--- src/verilog/hdr_consts.vh ---
// Constants for the hub descriptor content logic: field values,
// layout offsets and total lengths of the configuration response.
// Assumes it is included by bare name from the design files only.
`ifndef HDR_CONSTS_VH
`define HDR_CONSTS_VH

// ****************************************************************
// Descriptor lengths and types
// ****************************************************************
`define HDR_CFG_LEN 8'h09
`define HDR_CFG_TYPE 8'h02
`define HDR_OSC_TYPE 8'h07
`define HDR_INTF_LEN 8'h09
`define HDR_INTF_TYPE 8'h04
`define HDR_EP_LEN 8'h07
`define HDR_EP_TYPE 8'h05
`define HDR_OTG_LEN 8'h03
`define HDR_OTG_TYPE 8'h09

// ****************************************************************
// Field values
// ****************************************************************
`define HDR_ONE_INTF 8'h01
`define HDR_TWO_INTF 8'h02
`define HDR_CFG_VALUE 8'h01
`define HDR_CFG_STR 8'h00
`define HDR_ATTR_BUS 8'ha0
`define HDR_ATTR_SELF 8'he0
`define HDR_INTF_NUM 8'h00
`define HDR_ALT_PRIMARY 8'h00
`define HDR_ALT_MULTI 8'h01
`define HDR_NUM_EP 8'h01
`define HDR_HUB_CLASS 8'h09
`define HDR_HUB_SUBCLASS 8'h00
`define HDR_PROTO_FS 8'h00
`define HDR_PROTO_STT 8'h01
`define HDR_PROTO_MTT 8'h02
`define HDR_INTF_STR 8'h00
`define HDR_EP_ADDR 8'h81
`define HDR_EP_ATTR 8'h03
`define HDR_EP_MPS 16'h0001
`define HDR_IVAL_FS 8'hff
`define HDR_IVAL_HS 8'h0c
`define HDR_OTG_ATTR 8'h01
`define HDR_PAD 8'h00

// ****************************************************************
// Total lengths
// ****************************************************************
`define HDR_TOT_STT 16'h0019
`define HDR_TOT_STT_OTG 16'h001c
`define HDR_TOT_MTT 16'h0029
`define HDR_TOT_MTT_OTG 16'h002f

// ****************************************************************
// Layout offsets within the response
// ****************************************************************
`define HDR_OFS_ATTR 6'd7
`define HDR_OFS_POWER 6'd8
`define HDR_SEG_INTF 6'd9
`define HDR_SEG_EP 6'd18
`define HDR_SEG_ALT 6'd25
`define HDR_SEG_EP2 6'd34
`define HDR_SEG_END 6'd41

`endif

--- src/verilog/hdr_byte_rom.v ---
// Descriptor byte store: returns the configuration response byte at
// a given offset, registered. Mode inputs are held stable by the
// sequencer for the whole response.
`timescale 1ns/1ps
`include "hdr_consts.vh"

module hdr_byte_rom (
    // Clock and reset
    input wire clk_sys,
    input wire rst_n,
    input wire ce,
    // Lookup
    input wire rd_en,
    input wire [5:0] addr,
    output reg [7:0] q,
    // Mode
    input wire other_speed,
    input wire high_speed,
    input wire multi,
    input wire otg_en,
    input wire self_powered,
    input wire [7:0] max_power,
    input wire [15:0] total_len
);

    // Packet size held as a constant so its two bytes can be selected
    localparam [15:0] EP_MPS = `HDR_EP_MPS;

    // ****************************************************************
    // Decoding shared by the two interface and endpoint copies
    // ****************************************************************
    function [7:0] intf_byte;
        input [5:0] i;
        input alt;
        input [7:0] proto;
        begin
            case (i)
                6'd0: intf_byte = `HDR_INTF_LEN;
                6'd1: intf_byte = `HDR_INTF_TYPE;
                6'd2: intf_byte = `HDR_INTF_NUM;
                6'd3: intf_byte = alt ? `HDR_ALT_MULTI : `HDR_ALT_PRIMARY;
                6'd4: intf_byte = `HDR_NUM_EP;
                6'd5: intf_byte = `HDR_HUB_CLASS;
                6'd6: intf_byte = `HDR_HUB_SUBCLASS;
                6'd7: intf_byte = proto;
                default: intf_byte = `HDR_INTF_STR;
            endcase
        end
    endfunction

    function [7:0] ep_byte;
        input [5:0] i;
        input hs;
        begin
            case (i)
                6'd0: ep_byte = `HDR_EP_LEN;
                6'd1: ep_byte = `HDR_EP_TYPE;
                6'd2: ep_byte = `HDR_EP_ADDR;
                6'd3: ep_byte = `HDR_EP_ATTR;
                6'd4: ep_byte = EP_MPS[7:0];
                6'd5: ep_byte = EP_MPS[15:8];
                default: ep_byte = hs ? `HDR_IVAL_HS : `HDR_IVAL_FS;
            endcase
        end
    endfunction

    // ****************************************************************
    // Byte selection
    // ****************************************************************
    reg [7:0] next_q;
    reg [5:0] rel;
    reg [7:0] proto;

    // Layout: config, OTG, interface, endpoint, alternate, endpoint
    always @* begin
        next_q = `HDR_PAD;
        rel = addr;
        if (!high_speed) begin
            proto = `HDR_PROTO_FS;
        end else if (multi) begin
            proto = `HDR_PROTO_MTT;
        end else begin
            proto = `HDR_PROTO_STT;
        end
        if (addr < 6'd9) begin
            case (addr)
                6'd0: next_q = `HDR_CFG_LEN;
                6'd1: next_q = other_speed ? `HDR_OSC_TYPE : `HDR_CFG_TYPE;
                6'd2: next_q = total_len[7:0];
                6'd3: next_q = total_len[15:8];
                6'd4: next_q = multi ? `HDR_TWO_INTF : `HDR_ONE_INTF;
                6'd5: next_q = `HDR_CFG_VALUE;
                6'd6: next_q = `HDR_CFG_STR;
                6'd7: next_q = self_powered ? `HDR_ATTR_SELF : `HDR_ATTR_BUS;
                default: next_q = max_power;
            endcase
        end else begin
            if (otg_en) begin
                rel = addr - 6'd3;
            end
            // OTG descriptor sits right after the configuration header
            if (otg_en && addr < 6'd12) begin
                case (addr)
                    6'd9: next_q = `HDR_OTG_LEN;
                    6'd10: next_q = `HDR_OTG_TYPE;
                    default: next_q = `HDR_OTG_ATTR;
                endcase
            end else if (rel < `HDR_SEG_EP) begin
                next_q = intf_byte(rel - `HDR_SEG_INTF, 1'b0, proto);
            end else if (rel < `HDR_SEG_ALT) begin
                next_q = ep_byte(rel - `HDR_SEG_EP, high_speed);
            end else if (multi && rel < `HDR_SEG_EP2) begin
                next_q = intf_byte(rel - `HDR_SEG_ALT, 1'b1, `HDR_PROTO_MTT);
            end else if (multi && rel < `HDR_SEG_END) begin
                next_q = ep_byte(rel - `HDR_SEG_EP2, high_speed);
            end
        end
    end

    // Registered read port
    always @(posedge clk_sys or negedge rst_n) begin
        if (!rst_n) begin
            q <= 8'h00;
        end else if (ce && rd_en) begin
            q <= next_q;
        end
    end

endmodule

--- src/verilog/hdr_desc_seq.v ---
// Descriptor response sequencer of a four-port hub: streams the
// configuration or other-speed configuration response byte by byte.
// Assumes the endpoint 0 engine, in the same clock domain, decodes
// the control request and pulls bytes with a ready handshake.
`timescale 1ns/1ps
`include "hdr_consts.vh"

module hdr_desc_seq (
    // Clock and reset
    input wire clk_sys,
    input wire rst_n,
    input wire ce,
    // Mode straps from hub configuration
    input wire cfg_high_speed,
    input wire cfg_multi_tt,
    input wire cfg_otg_en,
    input wire cfg_self_powered,
    input wire [7:0] cfg_max_power,
    // Request from endpoint 0 engine
    input wire req_start,
    input wire req_other_speed,
    input wire [15:0] req_len,
    // Byte stream back to endpoint 0 engine
    output wire [7:0] byte_data,
    output reg byte_valid,
    output reg byte_last,
    input wire byte_ready,
    // Status
    output reg busy,
    output reg resp_done
);

    // ****************************************************************
    // States
    // ****************************************************************
    localparam [1:0] ST_IDLE = 2'b00;
    localparam [1:0] ST_FETCH = 2'b01;
    localparam [1:0] ST_SEND = 2'b10;

    reg [1:0] state;
    reg [1:0] next_state;
    reg [5:0] idx;
    reg [5:0] next_idx;
    reg [15:0] limit;
    reg [15:0] next_limit;
    reg next_byte_valid;
    reg next_byte_last;
    reg next_busy;
    reg next_resp_done;
    reg rd_en;

    // Mode snapshot, held for the whole response
    reg snap_other;
    reg snap_hs;
    reg snap_multi;
    reg snap_otg;
    reg snap_self;
    reg [7:0] snap_power;
    reg [15:0] snap_total;

    wire live_multi;
    reg [15:0] live_total;
    wire [15:0] live_limit;

    // ****************************************************************
    // Total length of the response
    // ****************************************************************
    // Alternate interface only exists at high speed
    assign live_multi = cfg_multi_tt & cfg_high_speed;

    always @* begin
        case ({live_multi, cfg_otg_en})
            2'b00: live_total = `HDR_TOT_STT;
            2'b01: live_total = `HDR_TOT_STT_OTG;
            2'b10: live_total = `HDR_TOT_MTT;
            default: live_total = `HDR_TOT_MTT_OTG;
        endcase
    end

    // Never return more than the host asked for
    assign live_limit = (req_len < live_total) ? req_len : live_total;

    // ****************************************************************
    // Sequencer
    // ****************************************************************
    // Two cycles per byte: the store read is registered, which keeps
    // the data output straight off a flip-flop at the cost of rate.
    always @* begin
        next_state = state;
        next_idx = idx;
        next_limit = limit;
        next_byte_valid = byte_valid;
        next_byte_last = byte_last;
        next_busy = busy;
        next_resp_done = 1'b0;
        rd_en = 1'b0;
        case (state)
            ST_IDLE: begin
                if (req_start) begin
                    next_idx = 6'd0;
                    next_limit = live_limit;
                    if (live_limit == 16'h0000) begin
                        next_resp_done = 1'b1;
                    end else begin
                        next_busy = 1'b1;
                        next_state = ST_FETCH;
                    end
                end
            end
            ST_FETCH: begin
                rd_en = 1'b1;
                next_byte_valid = 1'b1;
                next_byte_last = ({10'h000, idx} == limit - 16'h0001);
                next_state = ST_SEND;
            end
            ST_SEND: begin
                // Offsets rise by one per accepted byte
                if (byte_ready) begin
                    next_byte_valid = 1'b0;
                    next_byte_last = 1'b0;
                    next_idx = idx + 6'd1;
                    if (byte_last) begin
                        next_busy = 1'b0;
                        next_resp_done = 1'b1;
                        next_state = ST_IDLE;
                    end else begin
                        next_state = ST_FETCH;
                    end
                end
            end
            default: begin
                next_state = ST_IDLE;
                next_byte_valid = 1'b0;
                next_byte_last = 1'b0;
                next_busy = 1'b0;
            end
        endcase
    end

    // State registers, frozen while ce is low
    always @(posedge clk_sys or negedge rst_n) begin
        if (!rst_n) begin
            state <= ST_IDLE;
            idx <= 6'd0;
            limit <= 16'h0000;
            byte_valid <= 1'b0;
            byte_last <= 1'b0;
            busy <= 1'b0;
            resp_done <= 1'b0;
        end else if (ce) begin
            state <= next_state;
            idx <= next_idx;
            limit <= next_limit;
            byte_valid <= next_byte_valid;
            byte_last <= next_byte_last;
            busy <= next_busy;
            resp_done <= next_resp_done;
        end
    end

    // Snapshot so a strap change mid-response cannot tear the bytes
    always @(posedge clk_sys or negedge rst_n) begin
        if (!rst_n) begin
            snap_other <= 1'b0;
            snap_hs <= 1'b0;
            snap_multi <= 1'b0;
            snap_otg <= 1'b0;
            snap_self <= 1'b0;
            snap_power <= 8'h00;
            snap_total <= 16'h0000;
        end else if (ce && state == ST_IDLE && req_start) begin
            snap_other <= req_other_speed;
            snap_hs <= cfg_high_speed;
            snap_multi <= live_multi;
            snap_otg <= cfg_otg_en;
            snap_self <= cfg_self_powered;
            snap_power <= cfg_max_power;
            snap_total <= live_total;
        end
    end

    // ****************************************************************
    // Byte store
    // ****************************************************************
    hdr_byte_rom i_hdr_byte_rom (
        .clk_sys(clk_sys),
        .rst_n(rst_n),
        .ce(ce),
        .rd_en(rd_en),
        .addr(idx),
        .q(byte_data),
        .other_speed(snap_other),
        .high_speed(snap_hs),
        .multi(snap_multi),
        .otg_en(snap_otg),
        .self_powered(snap_self),
        .max_power(snap_power),
        .total_len(snap_total)
    );

endmodule

--- config.mk ---
export PLATFORM = sky130hd
export DESIGN_NAME = hdr_desc_seq
export DESIGN_NICKNAME = d
export VERILOG_FILES = /design/src/verilog/hdr_byte_rom.v /design/src/verilog/hdr_desc_seq.v
export VERILOG_INCLUDE_DIRS = /design/src /design/src/verilog
export SDC_FILE = /design/constraint.sdc
export NUM_CORES = 1
export LEC_CHECK = 0
export ABC_AREA = 1
export ABC_CLOCK_PERIOD_IN_PS = 5700
export BUFFER_PORTS_ARGS = -buffer_cell sky130_fd_sc_hd__buf_2
export CAP_MARGIN = 20
export CORE_MARGIN = 2
export CORE_UTILIZATION = 35
export CTS_BUF_LIST = sky130_fd_sc_hd__clkbuf_16
export DETAILED_ROUTE_END_ITERATION = 16
export GPL_ROUTABILITY_DRIVEN = 0
export PLACE_DENSITY = 0.52
export SLEW_MARGIN = 15
export SYNTH_ARGS = -nofsm -noshare
export SYNTH_HDL_FRONTEND = slang
export SYNTH_SLANG_ARGS = --single-unit
--- constraint.sdc ---
create_clock -name clk_sys -period 5.7 [get_ports clk_sys]
set_clock_uncertainty 0.1 [all_clocks]
set_input_delay 0.285 -clock clk_sys [delete_from_list [all_inputs] [get_ports clk_sys]]
set_output_delay 0.285 -clock clk_sys [all_outputs]
set_load 0.01 [all_outputs]
# Yosys cells after proc, flatten, opt, wreduce, memory -nomap -nowiden
# Memory sizes are Yosys's and may differ from the RTL's.
# Index checks and enable logic that the tools add are counted.
dict set report word_totals {
  regBits 65
  mem_bits_ro 32
  input_bits 34
  output_inout_bits 12
  elab_cells 129
  mem_count 1
}
dict set report classes {
  n_addsub 7
  order_cmp 7
  n_eq_ne 32
  n_mux 43
  bitwise 3
  reduce_logical 21
}
# name depth word_bits read_ports rd_ports_with_merged_regs wr line
set memory_table {}
lappend memory_table {{(name not given)} 8 4 1 0 0 hdr_byte_rom.v:37} ;# case (i)
# op count
set op_table {}
lappend op_table {{$pmux 8 s6} 2}
lappend op_table {{$mux 8} 9}
lappend op_table {{$eq 6x3->1 const B} 11}
lappend op_table {{$pmux 8 s8} 1}
lappend op_table {{$eq 6x2->1 const B} 6}
lappend op_table {{$pmux 8 s4} 1}
lappend op_table {{$eq 6x1->1 const B} 4}
lappend op_table {{$logic_not 6->1} 4}
lappend op_table {{$mux 6} 4}
lappend op_table {{$pmux 6 s3} 1}
lappend op_table {{$eq 6x16->1} 1}
lappend op_table {{$logic_not 16->1} 1}
lappend op_table {{$lt 16x16->1} 1}
lappend op_table {{$mux 16} 1}
lappend op_table {{$sub 16x1->16 const B} 1}
lappend op_table {{$eq 6x4->1 const B} 2}
lappend op_table {{$lt 6x4->1 const B} 2}
lappend op_table {{$lt 6x5->1 const B} 2}
lappend op_table {{$lt 6x6->1 const B} 2}
lappend op_table {{$pmux 6 s2} 1}
lappend op_table {{$sub 6x5->6 const B} 2}
lappend op_table {{$mux 1} 11}
lappend op_table {{$pmux 1 s3} 3}
lappend op_table {{$mux 2} 4}
lappend op_table {{other kinds (22)} 36}

# Depth between registers and ports, before layout
# Gate-level depths: netlist of the first run.
dict set report logic_depth {
  ltp_word 12
  ltp_mapped 20
  depth_no_buf 20
}

# Hierarchy
# Synthesis of the first run repeated with hierarchy kept, for this count alone.
dict set report unflattened {
  hier_cells 593
  hier_area_um2 4081.4
}
# mod n_inst cells_per_inst area_each_um2 seq_area_each_um2
set by_module_without_submodules {}
lappend by_module_without_submodules {hdr_desc_seq 1 315 2447.3 1176.1}
lappend by_module_without_submodules {hdr_byte_rom 1 278 1634.1 200.2}

# Least setup slack after synthesis of the first run
# No wires, ideal clock.
dict set report synth_path {
  kind {register -> register}
  from {register idx[0]}
  to {register i_hdr_byte_rom.q[3]}
  setup_ns 0.117
  t_arrival_ns 2.400
  required_ns 5.483
  setup_slack_ns 3.082
  stages_incl_launch_ff 18
  path_buffers 0
  synth_period_minus_slack_ns 2.618
  path_cell_list {dfrtp_1 -> inv_1 -> ha_1 -> inv_1 -> nand2_1 -> o21ai_4 -> ha_1 -> nand3_4 -> nor2_2 -> nor2_1 -> nor2_4 -> nand3_4 -> nand2_1 -> nand2_1 -> o21ai_1 -> nand3_1 -> nand3_1 -> nand2_1}
}
dict set report synth_via {
  elab_chain_cells 12
  elab_cells_between_ends 58
  cone_classes {5 x add/sub; 6 x order compare; 23 x eq/ne; 14 x mux; 9 x reduce/logical; 1 x memory}
}
# element line
set synth_rtl {}
lappend synth_rtl {{from (decl)} hdr_desc_seq.v:42} ;# reg [5:0] idx;
lappend synth_rtl {{from (signal assigned)} hdr_desc_seq.v:152} ;# idx <= next_idx;
lappend synth_rtl {{$sub 6x2->6} hdr_byte_rom.v:99} ;# rel = addr - 6'd3;
lappend synth_rtl {{$mux 6} hdr_byte_rom.v:98} ;# if (otg_en) begin
lappend synth_rtl {{$mux 6} hdr_byte_rom.v:85} ;# if (addr < 6'd9) begin
lappend synth_rtl {{$sub 6x6->6 (no source line)} n/a}
lappend synth_rtl {{$eq 6x3->1, or another cell as far along} hdr_byte_rom.v:55} ;# case (i)
lappend synth_rtl {{$pmux 8 s6} hdr_byte_rom.v:55}
lappend synth_rtl {{$mux 8} hdr_byte_rom.v:114} ;# end else if (multi && rel < `HDR_SEG_END) begin
lappend synth_rtl {{$mux 8} hdr_byte_rom.v:112} ;# end else if (multi && rel < `HDR_SEG_EP2) begin
lappend synth_rtl {{$mux 8} hdr_byte_rom.v:110} ;# end else if (rel < `HDR_SEG_ALT) begin
lappend synth_rtl {{$mux 8} hdr_byte_rom.v:108} ;# end else if (rel < `HDR_SEG_EP) begin
lappend synth_rtl {{$mux 8} hdr_byte_rom.v:102} ;# if (otg_en && addr < 6'd12) begin
lappend synth_rtl {{$mux 8 (*)} hdr_byte_rom.v:85}
lappend synth_rtl {{to (signal assigned)} hdr_byte_rom.v:125} ;# q <= next_q;
lappend synth_rtl {{to (decl)} hdr_byte_rom.v:15} ;# output reg [7:0] q,
# Mark *: on every way between the ends. The rest lies on a longest branch, timed or not. The select of a mux whose other input is x is not followed.
# A chain may end at the register's enable or synchronous reset.

# Final worst setup path of the first run
# Ends and elaborated chain as after synthesis.

==> results of run 1 <==
[layer usage]
layer / global-route usage (%) / up-vias / wire (um)
li1: - / 1831 / -
met1: 23.1 / 1652 / 4800
met2: 27.3 / 63 / 4410
met3: 1.87 / 8 / 327
met4: 4.25 / 0 / 125
met5: 0 / - / 0
[flip-flops by register name (all words and copies together), names as in the netlist]
register	count
snap_multi	1
state	2
i_hdr_byte_rom.q	8
snap_hs	1
snap_self	1
snap_total	6
limit	16
byte_last	1
snap_otg	1
busy	1
snap_other	1
snap_power	8
idx	6
resp_done	1
byte_valid	1
[power groups by stage]
stage / registers (mW) / logic [mW] / clock network, mW
after global routing: 0.655 / 1.76 / 0.316
after detailed placement: 0.641 / 1.55 / 0
after global placement: 0.638 / 1.54 / 0
after CTS: 0.634 / 1.56 / 0.303
after floorplan: 0.622 / 1.23 / 0
final: 0.633 / 1.55 / 0.292
[cell families after synthesis]
| family | share of synthesized area [%] |
|---|---|
| AO/OA/AOI/OAI | 12.2 |
| XOR/XNOR | 3.72 |
| adder cells (fa/ha/maj) | 3.79 |
| buffers and inverters | 9.03 |
| flip-flops | 34.7 |
| AND/OR/NAND/NOR | 36.5 |
[worst min path at each step]
stage | to | startpoint | slack [ps]
floorplan | busy | rst_n | -110
global placement | snap_total[3] | snap_total[3] | 340
detailed placement | snap_total[3] | snap_total[3] | 340
CTS | limit[12] | rst_n | 50
global route | limit[12] | rst_n | 90
finish | limit[12] | rst_n | 30
[Yosys cell counts (all sizes together), types with 3 or more instances]
master / count / area share (%)
a2bb2oi: 4 / 1.0
xor2: 6 / 1.8
or2: 3 / 0.47
xnor2: 7 / 1.9
nand2: 136 / 16
buf: 8 / 1.2
dfrtp: 55 / 35
nor2: 69 / 7.4
a31oi: 3 / 0.47
clkbuf: 3 / 0.28
o21ai: 35 / 4.8
a21oi: 23 / 3.1
inv: 77 / 7.4
nor4: 3 / 0.47
nor3: 19 / 2.5
o22ai: 5 / 0.79
nand3: 42 / 7.1
nand4: 11 / 1.7
ha: 12 / 3.8
or3: 3 / 0.47
[cell type report]
type	count	area, um^2	area share (%)
multi-input cells	393	2230	50.1
flip-flops and latches	55	1380	30.9
inverters	78	299	6.71
repair buffers	47	240	5.39
well taps	140	175	3.93
clock buffers	5	125	2.81
clock inverters	2	8.76	0.197
[critical path, delay by kind of cell (launching register included)]
kind / cells / cell delay (ps)
AOI/OAI and AO/OA: 2 / 290
adders and majority gates: 2 / 640
buffers and inverters: 2 / 260
DFF: 1 / 540
and+or+nand+nor: 11 / 1040
==> flow_summary.toml, run 1 <==
[logic_synthesis]
synth_edf_count = 0
syn_inst = 537
ys_seq_area_share_pct = 34.7
syn_nets = 583
yosys_warnings = 0
syn_area_um2 = 3960
ys_ff_latch = 55
ys.flop_type = "dfrtp_1"
synth-async-reset-ratio_pct = 100
syn_area_per_cell_um2 = 7.38
synth_cell_types = 50

[timing]
hold_viol_final = 0
setup-tns-final_ps = 0
worst_pin_slew_ps = 724
max_slew_margin_pct = 51.6
timing.hold.ws_ps = 28.6
drv_slew = 0
rsz0062_at_grt = "no"
min_period_over_period_pct = 52.7
setup_violations = 0
finalCriticalPeriod_ps = 3000
fmax_ghz = 0.333
setup_ws_ps = 2700

[floorplan]
rows = 38
die-area_um2 = 12200
io_pins = 46
start_util_pct = 36.2
dieWidth_um = 110
core_area_um2 = 10900
die_h_um = 110

[drt]
vias_per_cell = 4.94
drtIter0Drc = 200
route.detailed.drc = 0
vias = 3554
routed_wl_mm = 9.66
wl_per_cell_um = 13.4
ant_nets = 0
dr.pass1.iters = 4

[power_and_ir_drop]
p_leak_nw = 2.17
power_density_nw_per_um2 = 556
ir_worst_vdd_mv = 0.309
internal-power_mw = 1.22
total_power_mw = 2.48
power_frac_clock_pct = 11.8
p_sw_share_pct = 50.7
switching_power_mw = 1.26
seq_power_share_pct = 25.5
power_frac_comb_pct = 62.7

[setup_path]
r2r_end = "i_hdr_byte_rom.q[3]"
rr_worst_depth = 17
rrSetupSlack_ps = 2700
setup.worst_path.start = "idx[0]"
arrival_ps = 3090
cp_max_fo = 9
cp.required_ps = 5790
cpMostUsedCell = "nand2_1"
crit_type = "reg2reg"
path_cells = "inv_1, ha_1, inv_1, nand2_1, o21ai_4, ha_1, nand3_4, nor2_2, nor2_1, nor2_4, nand3_4, nand2_1, nand2_1, o21ai_1, nand3_1, nand3_1, nand2_1"
endpoint = "i_hdr_byte_rom.q[3]"
startpoint_type = "flip-flop"
worstSetupEndpointType = "flip-flop"
crit_slowest_cell = "dfrtp_1"
critical-path-max-stage-delay_ps = 540
r2r_start = "idx[0]"

[final_layout]
diodes = 0
final_util_pct = 40.8
layout_common_cells = "114 x nand2_1, 69 x inv_1, 60 x nor2_1"
layoutNonFillerInstCount = 720
fillCellCount = 1155
fin_area_um2 = 4460
layout_commonest_cell = "nand2_1"
nets = 626
drive_gt1_share_pct = 19.3
area_growth_syn_to_layout_pct = 12.4

[placed_design]
dp_cells = 713
placed_cell_area_um2 = 4320
place_ws_ps = 2720
numPortBuffers = 45
dpl.hpwl_mm = 7.67

[global_routing]
grt_pass1_vias = 3471
overflow = 0
grt_max_degree = 56
grt_use_total_pct = 16.6
antenna_found_initial = 0
grt_pass1_wl_mm = 16.9

[clock_network]
tritoncts = "built"
cts_repair_resize_count = 0
cts.sinks = 55
clock_path_buffers = 2
cts_buffers = 5
clk_latency_ps = 290
root_buffer = "clkbuf_16"
cts_hold_buffers = 0
htree_levels = 2
post-cts-setup-buffers = 0
clk_pin_slew_worst_paths_ps = 70

[job]
drv_cap = 0

[outcome]
status = "finished, final reports clean"

[hold_path]
min_path_type = "in2async"
Note: power is estimated with default switching activity, not from simulation.
==> run 2: changes to the inputs <==
--- a/config.mk
+++ b/config.mk
@@ -7,7 +7,7 @@
 export NUM_CORES = 1
 export LEC_CHECK = 0
 export ABC_AREA = 1
-export ABC_CLOCK_PERIOD_IN_PS = 5700
+export ABC_CLOCK_PERIOD_IN_PS = 2420
 export BUFFER_PORTS_ARGS = -buffer_cell sky130_fd_sc_hd__buf_2
 export CAP_MARGIN = 20
 export CORE_MARGIN = 2
@@ -15,7 +15,7 @@
 export CTS_BUF_LIST = sky130_fd_sc_hd__clkbuf_16
 export DETAILED_ROUTE_END_ITERATION = 16
 export GPL_ROUTABILITY_DRIVEN = 0
-export PLACE_DENSITY = 0.52
+export PLACE_DENSITY = 0.54
 export SLEW_MARGIN = 15
 export SYNTH_ARGS = -nofsm -noshare
 export SYNTH_HDL_FRONTEND = slang
==> constraint.sdc (replaced) <==
create_clock -name clk_sys -period 2.42 [get_ports clk_sys]
set_clock_uncertainty 0.1 [all_clocks]
set_input_delay 0.121 -clock clk_sys [delete_from_list [all_inputs] [get_ports clk_sys]]
set_output_delay 0.121 -clock clk_sys [all_outputs]
set_load 0.01 [all_outputs]
==> flow_summary.toml, run 2 (synthesis results as in run 1) <==
[placed_design]
numPortBuffers = 45
dpl.hpwl_mm = 8.00
place_ws_ps = -67.5

[timing]
timing.hold.ws_ps = 16.2
setup-tns-final_ps = -56.6
hold_viol_final = 0
fmax_ghz = 0.409
max_slew_margin_pct = 57.3
finalCriticalPeriod_ps = 2440
min_period_over_period_pct = 101
rsz0062_at_grt = "yes"
setup_ws_ps = -24.1
setup_violations = 4
drv_slew = 0
worst_pin_slew_ps = 641

[setup_path]
critical-path-max-stage-delay_ps = 440
setup.worst_path.start = "idx[1]"
startpoint_type = "flip-flop"
path_cells = "buf_4, buf_4, o21ai_4, ha_4, nand3_4, nor2_4, nor2_4, nor2_4, nand3_4, nand2_4, nand3_2, nand2_1, nand2_1, nand3_1, nand2_1, a21oi_2"
arrival_ps = 2580
cp.required_ps = 2550
crit_slowest_cell = "dfrtp_2"
cp_max_fo = 5
crit_type = "reg2reg"
r2r_start = "idx[1]"
worstSetupEndpointType = "flip-flop"

[power_and_ir_drop]
total_power_mw = 6.95
ir_worst_vdd_mv = 0.756
p_leak_nw = 2.48
power_density_nw_per_um2 = 1360

[clock_network]
clock_path_buffers = 2
htree_levels = 2
root_buffer = "clkbuf_16"
tritoncts = "built"
cts_buffers = 5
clk_pin_slew_worst_paths_ps = 70
cts.sinks = 55
clk_latency_ps = 300

[drt]
ant_nets = 0
vias_per_cell = 4.90
dr.pass1.iters = 4
drtIter0Drc = 141
route.detailed.drc = 0
vias = 3796
routed_wl_mm = 10.3
wl_per_cell_um = 13.3

[floorplan]
start_util_pct = 36.2
dieWidth_um = 110
io_pins = 46
die-area_um2 = 12200
die_h_um = 110
core_area_um2 = 10900
rows = 38

[final_layout]
largest_reg_flops = 16
nets = 679
layout_common_cells = "110 x nand2_1, 65 x inv_1, 57 x nor2_1"
regMostFlops = "limit"
diodes = 0
area_growth_syn_to_layout_pct = 28.8
layout_commonest_cell = "nand2_1"
top_regs = "limit x16, i_hdr_byte_rom.q x8, snap_power x8"
drive_gt1_share_pct = 29.3

[hold_path]
min_path_type = "in2reg"
worstHoldStart = "ce"

[global_routing]
grt_max_degree = 31
grt_pass1_vias = 3718
grt_use_total_pct = 17.2
grt_pass1_wl_mm = 17.6
antenna_found_initial = 0
overflow = 0

[outcome]
status = "finished, violations left"
violations = "setup timing"

[job]
drv_cap = 0
==> run 2: changes by cell type in the layout (fill, tap and decap cells not counted), sizes merged <==
cell / previous run / this run
bufinv: 0 / 2
inv: 77 / 78
clkinv: 3 / 1
buf: 47 / 89
dlygate4sd3: 0 / 11
==> run 2: per-stage QoR <==
stage | cell area, um^2 | cells | util [%]
floorplan | 4000 | 537 | -
detailed placement | 4600 | 746 | 42.1
finish | 5100 | 774 | 46.7
CTS | 4950 | 767 | 45.3
global route | 5100 | 774 | 46.7
global placement | 4600 | 746 | 42.1
==> run 2: what timing repair did <==
action                                  CTS  global route
endpoints found under the hold margin    37             0
setup buffers                             2             7
hold buffers                             11             0
gates resized for setup                  10            25
pin swaps                                 4            15
endpoints found under the setup margin    6             8
==> run 2: report_power, final <==
| group | internal (mW) | switching (mW) |
|---|---|---|
| registers | 1.24 | 0.242 |
| clock network | 0.589 | 0.329 |
| logic | 1.82 | 2.73 |
==> run 2: critical path, delay by kind of cell (launching register included) <==
| family | cells | cell delay [ps] |
|---|---|---|
| buf+inv | 2 | 300 |
| fa+ha+maj | 1 | 210 |
| simple gates | 11 | 980 |
| compound gates | 2 | 330 |
| flops | 1 | 440 |
==> run 2: final timing paths <==
kind / to / slack (ps) / cells past startpoint
min: resp_done / 20 / 4
max in group asynchronous: snap_power[0] / 1260 / 3
max reg2reg: i_hdr_byte_rom.q[0] / -20 / 16
min in group asynchronous: limit[15] / 280 / 2
min reg2reg: snap_total[3] / 360 / 2
max: i_hdr_byte_rom.q[0] / -20 / 16
==> run 2: metal layers <==
metal	wire, um	track usage, %	up-vias
met2	4880	28.9	80
met3	300	1.92	7
met1	4950	23.3	1775
met4	149	5.17	0
met5	0	0	-
li1	-	-	1934
==> run 2: cell type report <==
cell class | instances | area, um^2
sequential | 55 | 1380
multi-input combinational | 393 | 2390
tap | 140 | 175
inverter | 78 | 304
fill | 1100 | 5830
clock buffer | 5 | 125
clock inverter | 3 | 63.8
timing repair buffer | 100 | 666
